[src/core/tone_pkg.sv]
// shared constants and types for the square-wave dual-tone generator
package tone_pkg;
    // register offsets on the plain register port
    localparam logic [7:0] REG_STATUS     = 8'h00;    // busy, error, tone levels
    localparam logic [7:0] REG_TIMER_CTRL = 8'hff;    // high-band timer control
    localparam logic [7:0] TABLE_BASE     = 8'h30;    // first parameter entry
    localparam logic [7:0] TABLE_LAST     = 8'h3f;    // last parameter entry
    // timer control fields
    localparam int CTRL_MODE_BIT   = 7;               // toggle-output timer mode
    localparam int CTRL_TOGGLE_BIT = 5;               // output enable
    localparam int CTRL_RUN_BIT    = 4;               // counter running
    localparam logic [7:0] CTRL_START = 8'hb0;        // value loaded at burst start
    localparam logic [7:0] CTRL_RESET = 8'h00;
    // status fields
    localparam int STAT_LOW_BIT  = 0;
    localparam int STAT_HIGH_BIT = 1;
    localparam int STAT_ERR_BIT  = 2;
    localparam int STAT_BUSY_BIT = 3;
    // key code layout and validity pattern
    localparam logic [3:0] KEY_VALID  = 4'h9;         // upper nibble of a single key
    localparam logic [3:0] VEC_PREFIX = 4'h3;         // upper nibble of every index
    localparam logic [1:0] SUB_TIMER  = 2'h0;
    localparam logic [1:0] SUB_HALF   = 2'h3;
    // timing
    localparam int        CLOCK_MHZ    = 100;
    localparam int        BURST_CYCLES = 35796;       // nominal burst length in cycles
    localparam int        UNIT_CYCLES  = 6;           // one stall unit
    localparam logic [5:0] REM_OVERHEAD = 6'h14;      // fixed remainder cycles (20)
    localparam logic [7:0] HB_PRESET   = 8'h0f;       // high-band first count (15)
    // per-row half-period overhead: 35, 40, 30, 40 cycles
    localparam logic [5:0] HALF_OVERHEAD [0:3] = '{6'h23, 6'h28, 6'h1e, 6'h28};
    // sixteen parameter entries at indices 0x30..0x3f
    localparam logic [7:0] PARAM_TABLE [0:15] = '{
        8'h93, 8'h0a, 8'h8c, 8'h26,
        8'h85, 8'h09, 8'h9b, 8'h21,
        8'h78, 8'h0e, 8'hab, 8'h1f,
        8'h6d, 8'h0a, 8'hbd, 8'h1a};
    // burst controller states
    typedef enum logic [2:0] {
        ST_IDLE  = 3'b000,
        ST_FETCH = 3'b001,
        ST_HALF  = 3'b010,
        ST_REM   = 3'b011,
        ST_DONE  = 3'b100
    } state_t;
    // low-band parameters after conversion to cycles
    typedef struct packed {
        logic [9:0] halfTotal;    // cycles per low-band half period
        logic [7:0] quot;         // half periods plus one
        logic [9:0] remTotal;     // cycles of the remainder phase
    } tone_params_t;
endpackage

[src/core/hb_toggle_timer.sv]
// reloading down-counter that toggles the high-band tone on underflow
`timescale 1ns/1ns
`default_nettype none
module hb_toggle_timer
    import tone_pkg::*;
#(
    parameter int W = 8       // counter and reload width
) (
    input  wire logic         clock,
    input  wire logic         rstn,
    input  wire logic         preset,     // burst start: preset count, tone low
    input  wire logic         clear,      // burst end: force tone low
    input  wire logic         run,        // counter running
    input  wire logic         toggleEn,   // output enabled
    input  wire logic [W-1:0] reloadVal,  // half period minus one
    output logic              toneOut,
    output logic [W-1:0]      count
);
    logic [W-1:0] count_r;    // down-counter
    logic [W-1:0] count_nxt;
    logic         tone_r;     // high-band output level
    logic         tone_nxt;

    // next count and tone; preset and clear outrank the running counter
    always_comb begin
        count_nxt = count_r;
        tone_nxt  = tone_r;
        if (preset) begin
            count_nxt = W'(HB_PRESET);
            tone_nxt  = 1'b0;
        end else if (clear) begin
            tone_nxt  = 1'b0;
        end else if (run) begin
            if (count_r == '0) begin
                // underflow: reload in the same cycle, so half period is reload+1
                count_nxt = reloadVal;
                if (toggleEn) begin
                    tone_nxt = ~tone_r;
                end
            end else begin
                count_nxt = count_r - 1'b1;
            end
        end
    end

    // register stage
    always_ff @(posedge clock or negedge rstn) begin
        if (!rstn) begin
            count_r <= '0;
            tone_r  <= 1'b0;
        end else begin
            count_r <= count_nxt;
            tone_r  <= tone_nxt;
        end
    end

    assign toneOut = tone_r;
    assign count   = count_r;
endmodule
`default_nettype wire

[src/core/square_tone_routine.sv]
// dual-tone square-wave burst generator with parameter table and register port
//
// Notes on behaviour
// key code is 1001RRCC: row 3:2, column 1:0
// indices: 0011CC00 timer, 0011RR11/10/01 low band
// sixteen byte entries at indices 0x30..0x3f
// column picks timer; row picks three parameters
// half period expiry inverts low tone, reloads
// quotient drops per half period; zero enters remainder
// remainder expiry drives both tones low, ends
// burst lasts about 35796 clock cycles
// half and remainder counted in six-cycle units
// low half periods 257/232/210/190, toggle-independent
// stored quotient is true count plus one
// remainder phase adds twenty overhead cycles
// timer reload is high half period minus one
// underflow inverts high tone and reloads
// high counter preset to 15 at start
// controller writes 0xb0 to control at 0xff
// upper bits not 1001 flag error, no tones
// fetch half, quotient, remainder by decrementing index
// keypad nibbles E, D, B, 7 mean one key
// start pulse begins; busy, then done pulse
//
// Chosen here: the address map and strobed register access.
`timescale 1ns/1ns
`default_nettype none
module square_tone_routine
    import tone_pkg::*;
#(
    parameter int TW = 8      // high-band timer width
) (
    input  wire logic       clock,
    input  wire logic       rstn,
    input  wire logic       startPulse,   // one-cycle burst request
    input  wire logic [7:0] keyMatrix,    // digit matrix vector 1001RRCC
    input  wire logic [7:0] regAddr,      // register address
    input  wire logic [7:0] regWrData,    // register write data
    input  wire logic       regWrStrobe,  // one-cycle write
    input  wire logic       regRdStrobe,  // one-cycle read
    output logic [7:0]      regRdData,    // valid the cycle after a read
    output logic            lowToneOut,   // low-band square wave
    output logic            highToneOut,  // high-band square wave
    output logic            busy,         // burst in progress
    output logic            done,         // one-cycle end of operation
    output logic            keyError      // last request taken while idle had no single key
);
    state_t       state_r, state_nxt;         // burst controller
    tone_params_t par_r, par_nxt;             // low-band parameters in cycles
    logic [7:0]   fetchIdx_r, fetchIdx_nxt;   // current table index
    logic [1:0]   fetchNum_r, fetchNum_nxt;   // which parameter is fetched
    logic [1:0]   row_r, row_nxt;             // latched row select
    logic [9:0]   halfCnt_r, halfCnt_nxt;     // low-band cycle counter
    logic [9:0]   remCnt_r, remCnt_nxt;       // remainder cycle counter
    logic         newHalf_r, newHalf_nxt;     // first cycle of a half period
    logic         lowTone_r, lowTone_nxt;     // low-band level
    logic         err_r, err_nxt;             // sticky key error
    logic [7:0]   ctrl_r, ctrl_nxt;           // timer_ctrl_reg
    logic [TW-1:0] reload_r, reload_nxt;      // high-band reload value
    logic [7:0]   rdData_r, rdData_nxt;       // registered read data
    logic         hbPreset, hbClear;          // timer controls from the sequencer
    logic [TW-1:0] hbCount;                   // timer count, checked by assertion only
    logic         highTone;                   // timer output
    logic [7:0]   tableData;                  // entry at fetchIdx_r
    logic [1:0]   keyRow, keyCol;             // fields of the key code

    // stall units to cycles: (n - 1) * 6 + overhead
    function automatic logic [9:0] unitsToCycles(input logic [7:0] n, input logic [5:0] ovh);
        logic [9:0] m;
        m = {2'b00, n} - 10'h001;
        return (m << 2) + (m << 1) + {4'h0, ovh};
    endfunction

    // index 0x30..0x3f maps onto the table; only the low nibble selects
    function automatic logic [7:0] tableRead(input logic [7:0] idx);
        return PARAM_TABLE[idx[3:0]];
    endfunction

    assign keyRow    = keyMatrix[3:2];
    assign keyCol    = keyMatrix[1:0];
    assign tableData = tableRead(fetchIdx_r);

    // burst sequencer: next state, counters and tone level
    always_comb begin
        state_nxt    = state_r;
        par_nxt      = par_r;
        fetchIdx_nxt = fetchIdx_r;
        fetchNum_nxt = fetchNum_r;
        row_nxt      = row_r;
        halfCnt_nxt  = halfCnt_r;
        remCnt_nxt   = remCnt_r;
        newHalf_nxt  = 1'b0;
        lowTone_nxt  = lowTone_r;
        err_nxt      = err_r;
        reload_nxt   = reload_r;
        hbPreset     = 1'b0;
        hbClear      = 1'b0;
        case (state_r)
            ST_IDLE: begin
                if (startPulse) begin
                    if (keyMatrix[7:4] != KEY_VALID) begin
                        // no key or several keys: flag and end without tones
                        err_nxt   = 1'b1;
                        state_nxt = ST_DONE;
                    end else begin
                        err_nxt      = 1'b0;
                        row_nxt      = keyRow;
                        // column picks only the timer reload
                        reload_nxt   = TW'(tableRead({VEC_PREFIX, keyCol, SUB_TIMER}));
                        fetchIdx_nxt = {VEC_PREFIX, keyRow, SUB_HALF};
                        fetchNum_nxt = 2'd0;
                        state_nxt    = ST_FETCH;
                    end
                end
            end
            ST_FETCH: begin
                // one entry per cycle, index walks down F -> Q -> R
                case (fetchNum_r)
                    2'd0: par_nxt.halfTotal = unitsToCycles(tableData, HALF_OVERHEAD[row_r]);
                    2'd1: par_nxt.quot = tableData;
                    default: par_nxt.remTotal = unitsToCycles(tableData, REM_OVERHEAD);
                endcase
                fetchIdx_nxt = fetchIdx_r - 8'h01;
                fetchNum_nxt = fetchNum_r + 2'd1;
                if (fetchNum_r == 2'd2) begin
                    state_nxt   = ST_HALF;
                    halfCnt_nxt = par_r.halfTotal - 10'h001;
                    newHalf_nxt = 1'b1;
                    lowTone_nxt = 1'b0;
                    hbPreset    = 1'b1;
                end
            end
            ST_HALF: begin
                if (newHalf_r && par_r.quot == 8'h01) begin
                    // zero test comes early, hence the stored extra count
                    par_nxt.quot = 8'h00;
                    state_nxt    = ST_REM;
                    remCnt_nxt   = par_r.remTotal - 10'h001;
                end else begin
                    if (newHalf_r) begin
                        par_nxt.quot = par_r.quot - 8'h01;
                    end
                    if (halfCnt_r == 10'h000) begin
                        // same length whether setting or clearing the output
                        lowTone_nxt = ~lowTone_r;
                        halfCnt_nxt = par_r.halfTotal - 10'h001;
                        newHalf_nxt = 1'b1;
                    end else begin
                        halfCnt_nxt = halfCnt_r - 10'h001;
                    end
                end
            end
            ST_REM: begin
                if (remCnt_r == 10'h000) begin
                    lowTone_nxt = 1'b0;
                    hbClear     = 1'b1;
                    state_nxt   = ST_DONE;
                end else begin
                    remCnt_nxt = remCnt_r - 10'h001;
                end
            end
            ST_DONE: begin
                state_nxt = ST_IDLE;
            end
            default: begin
                state_nxt = ST_IDLE;
            end
        endcase
    end

    // sequencer registers
    always_ff @(posedge clock or negedge rstn) begin
        if (!rstn) begin
            state_r    <= ST_IDLE;
            par_r      <= '0;
            fetchIdx_r <= 8'h00;
            fetchNum_r <= 2'd0;
            row_r      <= 2'd0;
            halfCnt_r  <= 10'h000;
            remCnt_r   <= 10'h000;
            newHalf_r  <= 1'b0;
            lowTone_r  <= 1'b0;
            err_r      <= 1'b0;
            reload_r   <= '0;
        end else begin
            state_r    <= state_nxt;
            par_r      <= par_nxt;
            fetchIdx_r <= fetchIdx_nxt;
            fetchNum_r <= fetchNum_nxt;
            row_r      <= row_nxt;
            halfCnt_r  <= halfCnt_nxt;
            remCnt_r   <= remCnt_nxt;
            newHalf_r  <= newHalf_nxt;
            lowTone_r  <= lowTone_nxt;
            err_r      <= err_nxt;
            reload_r   <= reload_nxt;
        end
    end

    // register port: timer control write and read mux
    always_comb begin
        ctrl_nxt   = ctrl_r;
        rdData_nxt = 8'h00;
        if (regWrStrobe && regAddr == REG_TIMER_CTRL) begin
            ctrl_nxt = regWrData;
        end
        // the sequencer outranks a software write in the same cycle
        if (hbPreset) begin
            ctrl_nxt = CTRL_START;
        end else if (hbClear) begin
            ctrl_nxt = CTRL_RESET;
        end
        if (regRdStrobe) begin
            if (regAddr == REG_STATUS) begin
                rdData_nxt[STAT_LOW_BIT]  = lowTone_r;
                rdData_nxt[STAT_HIGH_BIT] = highTone;
                rdData_nxt[STAT_ERR_BIT]  = err_r;
                rdData_nxt[STAT_BUSY_BIT] = busy;
            end else if (regAddr == REG_TIMER_CTRL) begin
                rdData_nxt = ctrl_r;
            end else if (regAddr >= TABLE_BASE && regAddr <= TABLE_LAST) begin
                rdData_nxt = tableRead(regAddr);
            end else begin
                rdData_nxt = 8'h00;                            // unmapped reads zero
            end
        end
    end

    // register port state
    always_ff @(posedge clock or negedge rstn) begin
        if (!rstn) begin
            ctrl_r   <= CTRL_RESET;
            rdData_r <= 8'h00;
        end else begin
            ctrl_r   <= ctrl_nxt;
            rdData_r <= rdData_nxt;
        end
    end

    // high-band timer; runs only while the mode and run bits are set
    hb_toggle_timer #(
        .W (TW)
    ) u_hb_timer (
        .clock     (clock),
        .rstn      (rstn),
        .preset    (hbPreset),
        .clear     (hbClear),
        .run       (ctrl_r[CTRL_RUN_BIT] && ctrl_r[CTRL_MODE_BIT]),
        .toggleEn  (ctrl_r[CTRL_TOGGLE_BIT]),
        .reloadVal (reload_r),
        .toneOut   (highTone),
        .count     (hbCount)
    );

    assign lowToneOut  = lowTone_r;
    assign highToneOut = highTone;
    assign busy        = (state_r != ST_IDLE) && (state_r != ST_DONE);
    assign done        = (state_r == ST_DONE);
    assign keyError    = err_r;
    assign regRdData   = rdData_r;
endmodule
`default_nettype wire

[config.mk]
export PLATFORM = sky130hd
export DESIGN_NAME = square_tone_routine
export DESIGN_NICKNAME = d
export VERILOG_FILES = /design/src/core/tone_pkg.sv /design/src/core/hb_toggle_timer.sv /design/src/core/square_tone_routine.sv
export SDC_FILE = /design/constraint.sdc
export NUM_CORES = 1
export LEC_CHECK = 0
export BUFFER_PORTS_ARGS = -buffer_cell sky130_fd_sc_hd__buf_2
export CAP_MARGIN = 15
export CORE_UTILIZATION = 62
export DETAILED_ROUTE_END_ITERATION = 7
export GPL_TIMING_DRIVEN = 0
export PLACE_DENSITY = 0.79
export SLEW_MARGIN = 25
export SYNTH_ARGS = -nofsm -noshare
export SYNTH_HDL_FRONTEND = slang
export SYNTH_SLANG_ARGS = --single-unit
[constraint.sdc]
create_clock -name clock -period 5.8 [get_ports clock]
set_clock_uncertainty 0.1 [all_clocks]
set_input_delay 1.16 -clock clock [delete_from_list [all_inputs] [get_ports clock]]
set_output_delay 1.16 -clock clock [all_outputs]
set_load 0.05 [all_outputs]
==> flow_summary.ini, run 1 <==
[critical_path]
required_ns = 5.98
cp.arrival_ns = 4.96
crit_fanout = 7
start_kind = register
path_class = reg -> reg
endpoint_kind = register

[sta]
setup_violations = 0
hold_viol = 0
slew_viol_final = 0
min_period_over_period = 0.823
worst_pin_slew_ns = 1.01
finalSetupTns_ns = 0
max_freq_mhz = 209
final.min_clock_period_ns = 4.77
slew_headroom = 0.322
grt_setup_unrepaired = false

[grt]
grt-ovfl-total = 0
grt_pass1_vias = 5258
antenna_found_initial = 0
grt.total_usage = 0.298
grt_pass1_wl_um = 24300
grt_max_degree = 48

[logic_synthesis]
synth_cell_type_count = 72
syn_area_mm2 = 0.00629
ys.flop_type = dfrtp_1
netlist_instances = 726
yosysSeqAreaShare = 0.366
synth_top_area_share = 0.366
avgSynthCellArea_um2 = 8.66
synth-seq-cells = 92
synth_enable_flop_cells = 0
yosysWarnings = 0
synth_nets = 795
synth_area_leaders = dfrtp_1 (37%), ha_1 (7.6%), o21ai_0 (5.6%)
async_reset_ff_frac = 1.00
synth_top_area_cell = dfrtp_1

[detailed_routing]
drt_wl_total_um = 14800
antenna_left = 0
firstDrtPassIters = 5
dr.first_iter.drc_count = 296
vias = 5594
drc_errors = 0
wl_per_cell_um = 16.2
via_per_inst = 6.11

[cts]
ctsHoldBuffers = 0
cts.sink_count = 92
clk_latency_ns = 0.37
cts-root-buf = clkbuf_8
cts_tree = built
cts_setup_buffers = 0
cts-resized-gates = 0
numCtsBuffers = 9
htreeDepth = 3
cts.clk_slew.worst_paths_ns = 0.09
clock_path_buffers = 2

[die]
die_w_um = 103
fp-row-count = 36
io_pins = 42
fp.coreArea_mm2 = 0.00982
start_util = 0.641
die_y_um = 103
dieArea_mm2 = 0.0106

[placed_design]
numPortBuffers = 40
routabilityCongestion = 0.881
hpwlAfterDp_um = 11400

[layout]
layout_common_cells = nand2_1 (93), dfrtp_1 (92), o21ai_0 (71)
layout_commonest_cell = nand2_1
layout-drive-gt1-share = 0.109
diodes = 0
nNetsFinal = 847
syn_to_final_growth_pct = 9.21

[outcome]
outcome = completed

[worst_hold_path]
hp-class = reg -> reg

[flow_run]
drv_cap = 0
registers in the layout (all words and copies together), names as in the netlist:
name,cells
par_r,27
halfCnt_r,10
remCnt_r,10
ctrl_r,8
regRdData,8
u_hb_timer.count,8
reload_r,6
fetchIdx_r,4
state_r,3
fetchNum_r,2
row_r,2
keyError,1
lowToneOut,1
newHalf_r,1
u_hb_timer.toneOut,1
path summary, 6_finish.rpt:
kind / start / slack, ns / cells past startpoint / to
max: fetchIdx_r[0] / 1.03 / 15 / par_r[9]
min in group asynchronous: rstn / 0.60 / 1 / remCnt_r[0]
max reg2reg: fetchIdx_r[0] / 1.03 / 15 / par_r[9]
min: reload_r[2] / 0.39 / 2 / reload_r[2]
min reg2reg: reload_r[2] / 0.39 / 2 / reload_r[2]
max in group asynchronous: rstn / 4.41 / 2 / reload_r[4]
per-layer routing:
metal,global-route usage,vias up,share of wire
met2,0.496,172,0.46
met1,0.384,2654,0.45
met5,0,-,0
met4,0.149,0,0.035
met3,0.0359,37,0.049
li1,-,2731,-
synth_stat cells (3+ instances only):
cell	count
mux2i_1	10
nand4_1	5
mux4_2	3
inv_1	35
xor2_1	13
a32oi_1	4
or3_1	6
nand2b_1	10
a21oi_1	45
a211oi_1	4
clkbuf_1	25
nand2_1	93
nand3b_1	5
nor3b_1	4
dfrtp_1	92
o21ai_0	71
a21o_1	8
mux2_2	10
a22oi_1	11
nor4_1	10
and2_1	8
and3_1	3
nand3_1	16
o211ai_1	4
xnor2_1	19
ha_1	38
nor2b_1	4
a31oi_1	9
nor3_1	28
and4_1	3
a32o_1	3
o31ai_1	9
nor2_1	60
o21a_1	6
o21ai_1	4
cell type report:
type                    instances  area (µm²)
inverters                      35         131
multi-input cells             572        3740
flip-flops and latches         92        2300
clock buffers                  12         155
plain buffers                  27         116
well taps                     133         166
clock inverters                 4        23.8
repair buffers                 41         234
fillers                       791        2950
logic make-up after synthesis:
kind of cell    share of synthesized area
flops                               0.366
simple gates                        0.209
compound gates                      0.207
mux                                0.0481
xor+xnor                           0.0481
fa+ha+maj                          0.0820
buf+inv                            0.0394
critical path, stage by stage, from the launching register on:
cell	delay, ns
dfrtp_1	0.48
inv_1	0.17
ha_1	0.28
or3_1	0.41
nand2_1	0.34
ha_1	0.29
xor2_1	0.37
ha_1	0.31
a21o_1	0.17
a21oi_1	0.38
nor2_1	0.12
and3_4	0.21
or3_4	0.38
a21o_1	0.22
and4_1	0.23
o31ai_2	0.21
stage by stage:
stage	hold slack, ns	util	setup WS (ns)	cells	area, µm²
floorplan	0.343	-	1.72	726	6290
global placement	0.369	0.678	1.20	899	6660
detailed placement	0.379	0.681	1.08	900	6690
CTS	0.398	0.700	1.05	916	6870
global route	0.425	0.700	0.714	916	6870
finish	0.391	0.700	1.03	916	6870
Power of run 1 is left out: the tool's default activity adds up to more than one toggle a clock period on the data nets, which glitch-free logic cannot reach.
==> run 2, diff against run 1 <==
--- a/config.mk
+++ b/config.mk
@@ -5,6 +5,7 @@
 export SDC_FILE = /design/constraint.sdc
 export NUM_CORES = 1
 export LEC_CHECK = 0
+export ABC_AREA = 1
 export BUFFER_PORTS_ARGS = -buffer_cell sky130_fd_sc_hd__buf_2
 export CAP_MARGIN = 15
 export CORE_UTILIZATION = 62
==> constraint.sdc (replaced) <==
create_clock -name clock -period 4.8 [get_ports clock]
set_clock_uncertainty 0.1 [all_clocks]
set_input_delay 0.96 -clock clock [delete_from_list [all_inputs] [get_ports clock]]
set_output_delay 0.96 -clock clock [all_outputs]
set_load 0.05 [all_outputs]
==> run 2 against run 1 <==
Effect of this change:
- worst hold slack better by 0.0014 ns
- synthesized area grew 0.42%
- die area grew 0.41%
- routed wire length down 6.8%
- sequential cell count is the same
- synthesized cell count is 17% higher
==> flow_summary.ini, run 2 <==
[die]
fp-row-count = 36
die_y_um = 103
start_util = 0.643
io_pins = 42
fp.coreArea_mm2 = 0.00982
die_w_um = 103
dieArea_mm2 = 0.0106

[cts]
clock_path_buffers = 2
cts.sink_count = 92
cts.clk_slew.worst_paths_ns = 0.09
cts-resized-gates = 0
ctsHoldBuffers = 0
cts_tree = built
cts-root-buf = clkbuf_8
clk_latency_ns = 0.36
cts_setup_buffers = 0
htreeDepth = 3
numCtsBuffers = 9

[layout]
layout_commonest_cell = nand2_1
layout-drive-gt1-share = 0.114
nNetsFinal = 969
diodes = 0
top_regs = par_r x27, halfCnt_r x10, remCnt_r x10
layout_common_cells = nand2_1 (171), inv_1 (112), nor2_1 (100)
syn_to_final_growth_pct = 9.41
regMostFlops = par_r
largest_register_ff_count = 27

[logic_synthesis]
synth.most_common_cell = nand2_1
synth_cell_type_count = 45
synth_nets = 917
avgSynthCellArea_um2 = 7.45
async_reset_ff_frac = 1.00
yosysWarnings = 0
synth-seq-cells = 92
netlist_instances = 848
synth_top_area_share = 0.365
syn_area_mm2 = 0.00632
synth_enable_flop_cells = 0
ys.flop_type = dfrtp_1
synth_commonest_cells = nand2_1 (171), inv_1 (112), nor2_1 (100), dfrtp_1 (92), o21ai_0 (70)
synth_area_leaders = dfrtp_1 (36%), nand2_1 (10%), ha_1 (7.5%)
synth_top_area_cell = dfrtp_1
yosysSeqAreaShare = 0.365

[grt]
grt_pass1_vias = 5176
grt_pass1_wl_um = 23100
grt.total_usage = 0.277
grt_max_degree = 54
grt-ovfl-total = 0
antenna_found_initial = 0

[detailed_routing]
via_per_inst = 5.53
vias = 5736
firstDrtPassIters = 5
antenna_left = 0
drc_errors = 0
dr.first_iter.drc_count = 323
drt_wl_total_um = 13800
wl_per_cell_um = 13.3

[worst_hold_path]
hp-class = reg -> reg

[outcome]
outcome = completed

[placed_design]
routabilityCongestion = 0.870
hpwlAfterDp_um = 10600
numPortBuffers = 40

[sta]
hold_viol = 0
worst_pin_slew_ns = 0.626
slew_headroom = 0.580
grt_setup_unrepaired = false
final.min_clock_period_ns = 4.15
max_freq_mhz = 241
finalSetupTns_ns = 0
setup_violations = 0
holdWs_ns = 0.392
slew_viol_final = 0
min_period_over_period = 0.864

[critical_path]
required_ns = 4.96
endpoint_kind = register
cp.arrival_ns = 4.31
path_class = reg -> reg
crit_fanout = 7
start_kind = register

[flow_run]
drv_cap = 0

[pwr]
power.total_uw = 1610
power.leakage_uw = 0.00352
peakVddDrop_uv = 230
p_per_area_mw_per_mm2 = 233
-- run 2: worst max-delay path, stage by stage, from the launching register on --
cell     delay (ns)
dfrtp_1        0.44
inv_1          0.18
ha_1           0.27
inv_1          0.07
nand2_2        0.06
nand3_1        0.08
nand2_1        0.19
ha_1           0.29
xnor2_1        0.34
fa_1           0.55
ha_1           0.37
a21oi_1        0.16
inv_1          0.05
a31oi_1        0.18
nor2_1         0.08
nor2_1         0.08
inv_1          0.05
a21oi_1        0.16
inv_1          0.10
nand2_1        0.07
nand2_1        0.05
nand3_1        0.07
nand2_1        0.06
-- run 2: per-stage QoR --
step	instances	worst slack (ns)	instance area, µm²	util
after floorplan	848	1.20	6320	-
after global placement	1021	0.805	6680	0.681
after detailed placement	1022	0.684	6720	0.684
after CTS	1038	0.666	6910	0.704
after global routing	1038	0.199	6910	0.704
final	1038	0.652	6910	0.704
-- run 2: logic make-up (layout without fill, tap and decap cells) --
logic type      Yosys count  after routing  share of synthesized area
compound gates          167            167                      0.150
mux                       1              1                    0.00158
buf+inv                 131            188                     0.0824
fa+ha+maj                40             40                     0.0816
flops                    92             92                      0.365
simple gates            387            387                      0.278
xor+xnor                 30             30                     0.0416
-- run 2: layout make-up --
class | instances | area, µm²
timing repair buffer | 41 | 234
clock inverter | 4 | 48.8
inverter | 118 | 448
multi-input combinational | 625 | 3490
tap | 133 | 166
clock buffer | 12 | 145
sequential | 92 | 2300
fill | 849 | 2910
buffer | 13 | 72.6
-- run 2: worst paths after layout --
path	startpoint	cells past startpoint	end	slack, ns
min in group asynchronous	rstn	1	halfCnt_r[1]	0.40
max in group asynchronous	rstn	2	fetchIdx_r[1]	3.61
setup reg to reg	fetchIdx_r[0]	22	par_r[26]	0.65
setup / recovery	fetchIdx_r[0]	22	par_r[26]	0.65
hold / removal	par_r[3]	2	par_r[3]	0.39
hold reg to reg	par_r[3]	2	par_r[3]	0.39
-- run 2: where the power goes --
group | switching, µW | total (µW) | internal [µW]
sequential | 29.9 | 840 | 810
combinational | 152 | 245 | 92.4
clock | 273 | 528 | 255
total | 455 | 1610 | 1160
-- run 2: layer usage --
| metal | track usage | share of wire |
|---|---|---|
| met5 | 0 | 0 |
| met4 | 0.0726 | 0.014 |
| met3 | 0.0488 | 0.042 |
| met2 | 0.432 | 0.45 |
| met1 | 0.400 | 0.49 |
Note: power is estimated with default switching activity, not from simulation.
==> run 3, diff against run 2 <==
--- a/config.mk
+++ b/config.mk
@@ -11,7 +11,8 @@
 export CORE_UTILIZATION = 62
 export DETAILED_ROUTE_END_ITERATION = 7
 export GPL_TIMING_DRIVEN = 0
-export PLACE_DENSITY = 0.79
+export PLACE_DENSITY_LB_ADDON = 0.12
+export SETUP_SLACK_MARGIN = 0.05
 export SLEW_MARGIN = 25
 export SYNTH_ARGS = -nofsm -noshare
 export SYNTH_HDL_FRONTEND = slang
==> run 3 against run 2 <==
Effect of this change:
- routed wire length increased by 0.98%
- sequential power about the same
- sequential share of layout area about the same
- critical path type unchanged
- critical endpoint unchanged
==> flow_summary.ini, run 3 (same netlist as run 2, synthesis figures left out) <==
[outcome]
outcome = completed

[detailed_routing]
antenna_left = 0
dr.first_iter.drc_count = 219
via_per_inst = 5.57
drt_wl_total_um = 14000
drc_errors = 0
vias = 5771
wl_per_cell_um = 13.5
firstDrtPassIters = 5

[grt]
grt_pass1_vias = 5249
grt_max_degree = 64
grt.total_usage = 0.275
antenna_found_initial = 0
grt_pass1_wl_um = 23000
grt-ovfl-total = 0

[cts]
cts_tree = built
cts.sink_count = 92
clock_path_buffers = 2
cts-resized-gates = 0
htreeDepth = 3
numCtsBuffers = 9
cts-root-buf = clkbuf_8
cts.clk_slew.worst_paths_ns = 0.09
cts_setup_buffers = 0
ctsHoldBuffers = 0
clk_latency_ns = 0.37

[layout]
multi_input_area_mm2 = 0.00349
fill_cells = 831
layout_common_cells = nand2_1 (171), inv_1 (112), nor2_1 (100)
diodes = 0
layout_commonest_cell = nand2_1
largest_register_ff_count = 27
nNetsFinal = 969
syn_to_final_growth_pct = 9.53
post-route-util = 0.705
layout.area.seq_mm2 = 0.00230
layout-drive-gt1-share = 0.114
top_regs = par_r x27, halfCnt_r x10, remCnt_r x10
regMostFlops = par_r

[sta]
grt_setup_unrepaired = false
final.min_clock_period_ns = 4.17
min_period_over_period = 0.869
slew_headroom = 0.534
max_freq_mhz = 240
timing.final.ws_setup_ns = 0.628
setup_violations = 0
hold_viol = 0
finalSetupTns_ns = 0
slew_viol_final = 0
worst_pin_slew_ns = 0.693

[critical_path]
path_cells = inv_1 -> ha_1 -> inv_1 -> nand2_2 -> nand3_1 -> nand2_1 -> ha_1 -> xnor2_1 -> fa_1 -> ha_1 -> a21oi_1 -> inv_1 -> a31oi_1 -> nor2_1 -> nor2_1 -> inv_1 -> a21oi_1 -> inv_1 -> nand2_1 -> nand2_1 -> nand3_1 -> nand2_1
path_class = reg -> reg
endpoint_kind = register
reg2reg_to = par_r[26]
required_ns = 4.96
regToRegSetupSlack_ns = 0.63
path_delay_family = adder cells
crit_fanout = 7
crit_top_cell = inv_1
slowest_delay_ns = 0.57
r2r-start = fetchIdx_r[0]
critPathBufInv = 5
worstSetupStartpoint = fetchIdx_r[0]
cp.arrival_ns = 4.33
start_kind = register
rr_worst_depth = 22
slowest_stage = fa_1

[die]
die_w_um = 103
fp-row-count = 36
dieArea_mm2 = 0.0106
fp.coreArea_mm2 = 0.00982
die_y_um = 103
start_util = 0.643
io_pins = 42

[placed_design]
pre_cts_ws_ns = 0.670
hpwlAfterDp_um = 10600
numPortBuffers = 40
routabilityCongestion = 0.960

[pwr]
p_per_area_mw_per_mm2 = 236
peakVddDrop_uv = 174
power.leakage_uw = 0.00352

[worst_hold_path]
hp-class = in -> async

[flow_run]
drv_cap = 0
run 3: worst max path at each step:
| stage | depth (start not counted) | to | slack [ns] |
|---|---|---|---|
| 2_1_floorplan | 22 | par_r[26] | 1.20 |
| 3_3_place_gp | 22 | par_r[26] | 0.78 |
| 3_5_place_dp | 22 | par_r[26] | 0.67 |
| 4_1_cts | 22 | par_r[26] | 0.62 |
| 5_1_grt | 22 | par_r[26] | 0.28 |
| 6_report | 22 | par_r[26] | 0.63 |
run 3: cell type report:
type | count | area share
plain buffers | 13 | 0.0105
clock buffers | 12 | 0.0224
clock inverters | 3 | 0.00669
inverters | 118 | 0.0647
multi-input cells | 625 | 0.505
flip-flops and latches | 92 | 0.333
well taps | 133 | 0.0241
repair buffers | 41 | 0.0338
run 3: stage by stage:
step                      cells  hold WS [ns]  cell area, µm²  power [µW]
after CTS                  1037         0.366            6920        1640
final                      1037         0.360            6920        1630
after detailed placement   1022         0.358            6720        1090
after global placement     1021         0.355            6680        1080
after global routing       1037         0.378            6920        1710
after floorplan             848         0.334            6320        1020
run 3: where the power goes:
group          total, µW  switching, µW  internal [µW]  leakage (µW)
clock network        543            276            268     0.0000987
logic                245            153           92.8       0.00228
registers            842           31.5            810       0.00114
run 3: metal layers:
metal  global-route usage  vias up  routed length (µm)  share of wire
li1                     -     2879                   -              -
met1                0.370     2713                6610           0.47
met2                0.451      159                6450           0.46
met3               0.0386       20                 647          0.046
met4                0.107        0                 252          0.018
met5                    0        -                   0              0
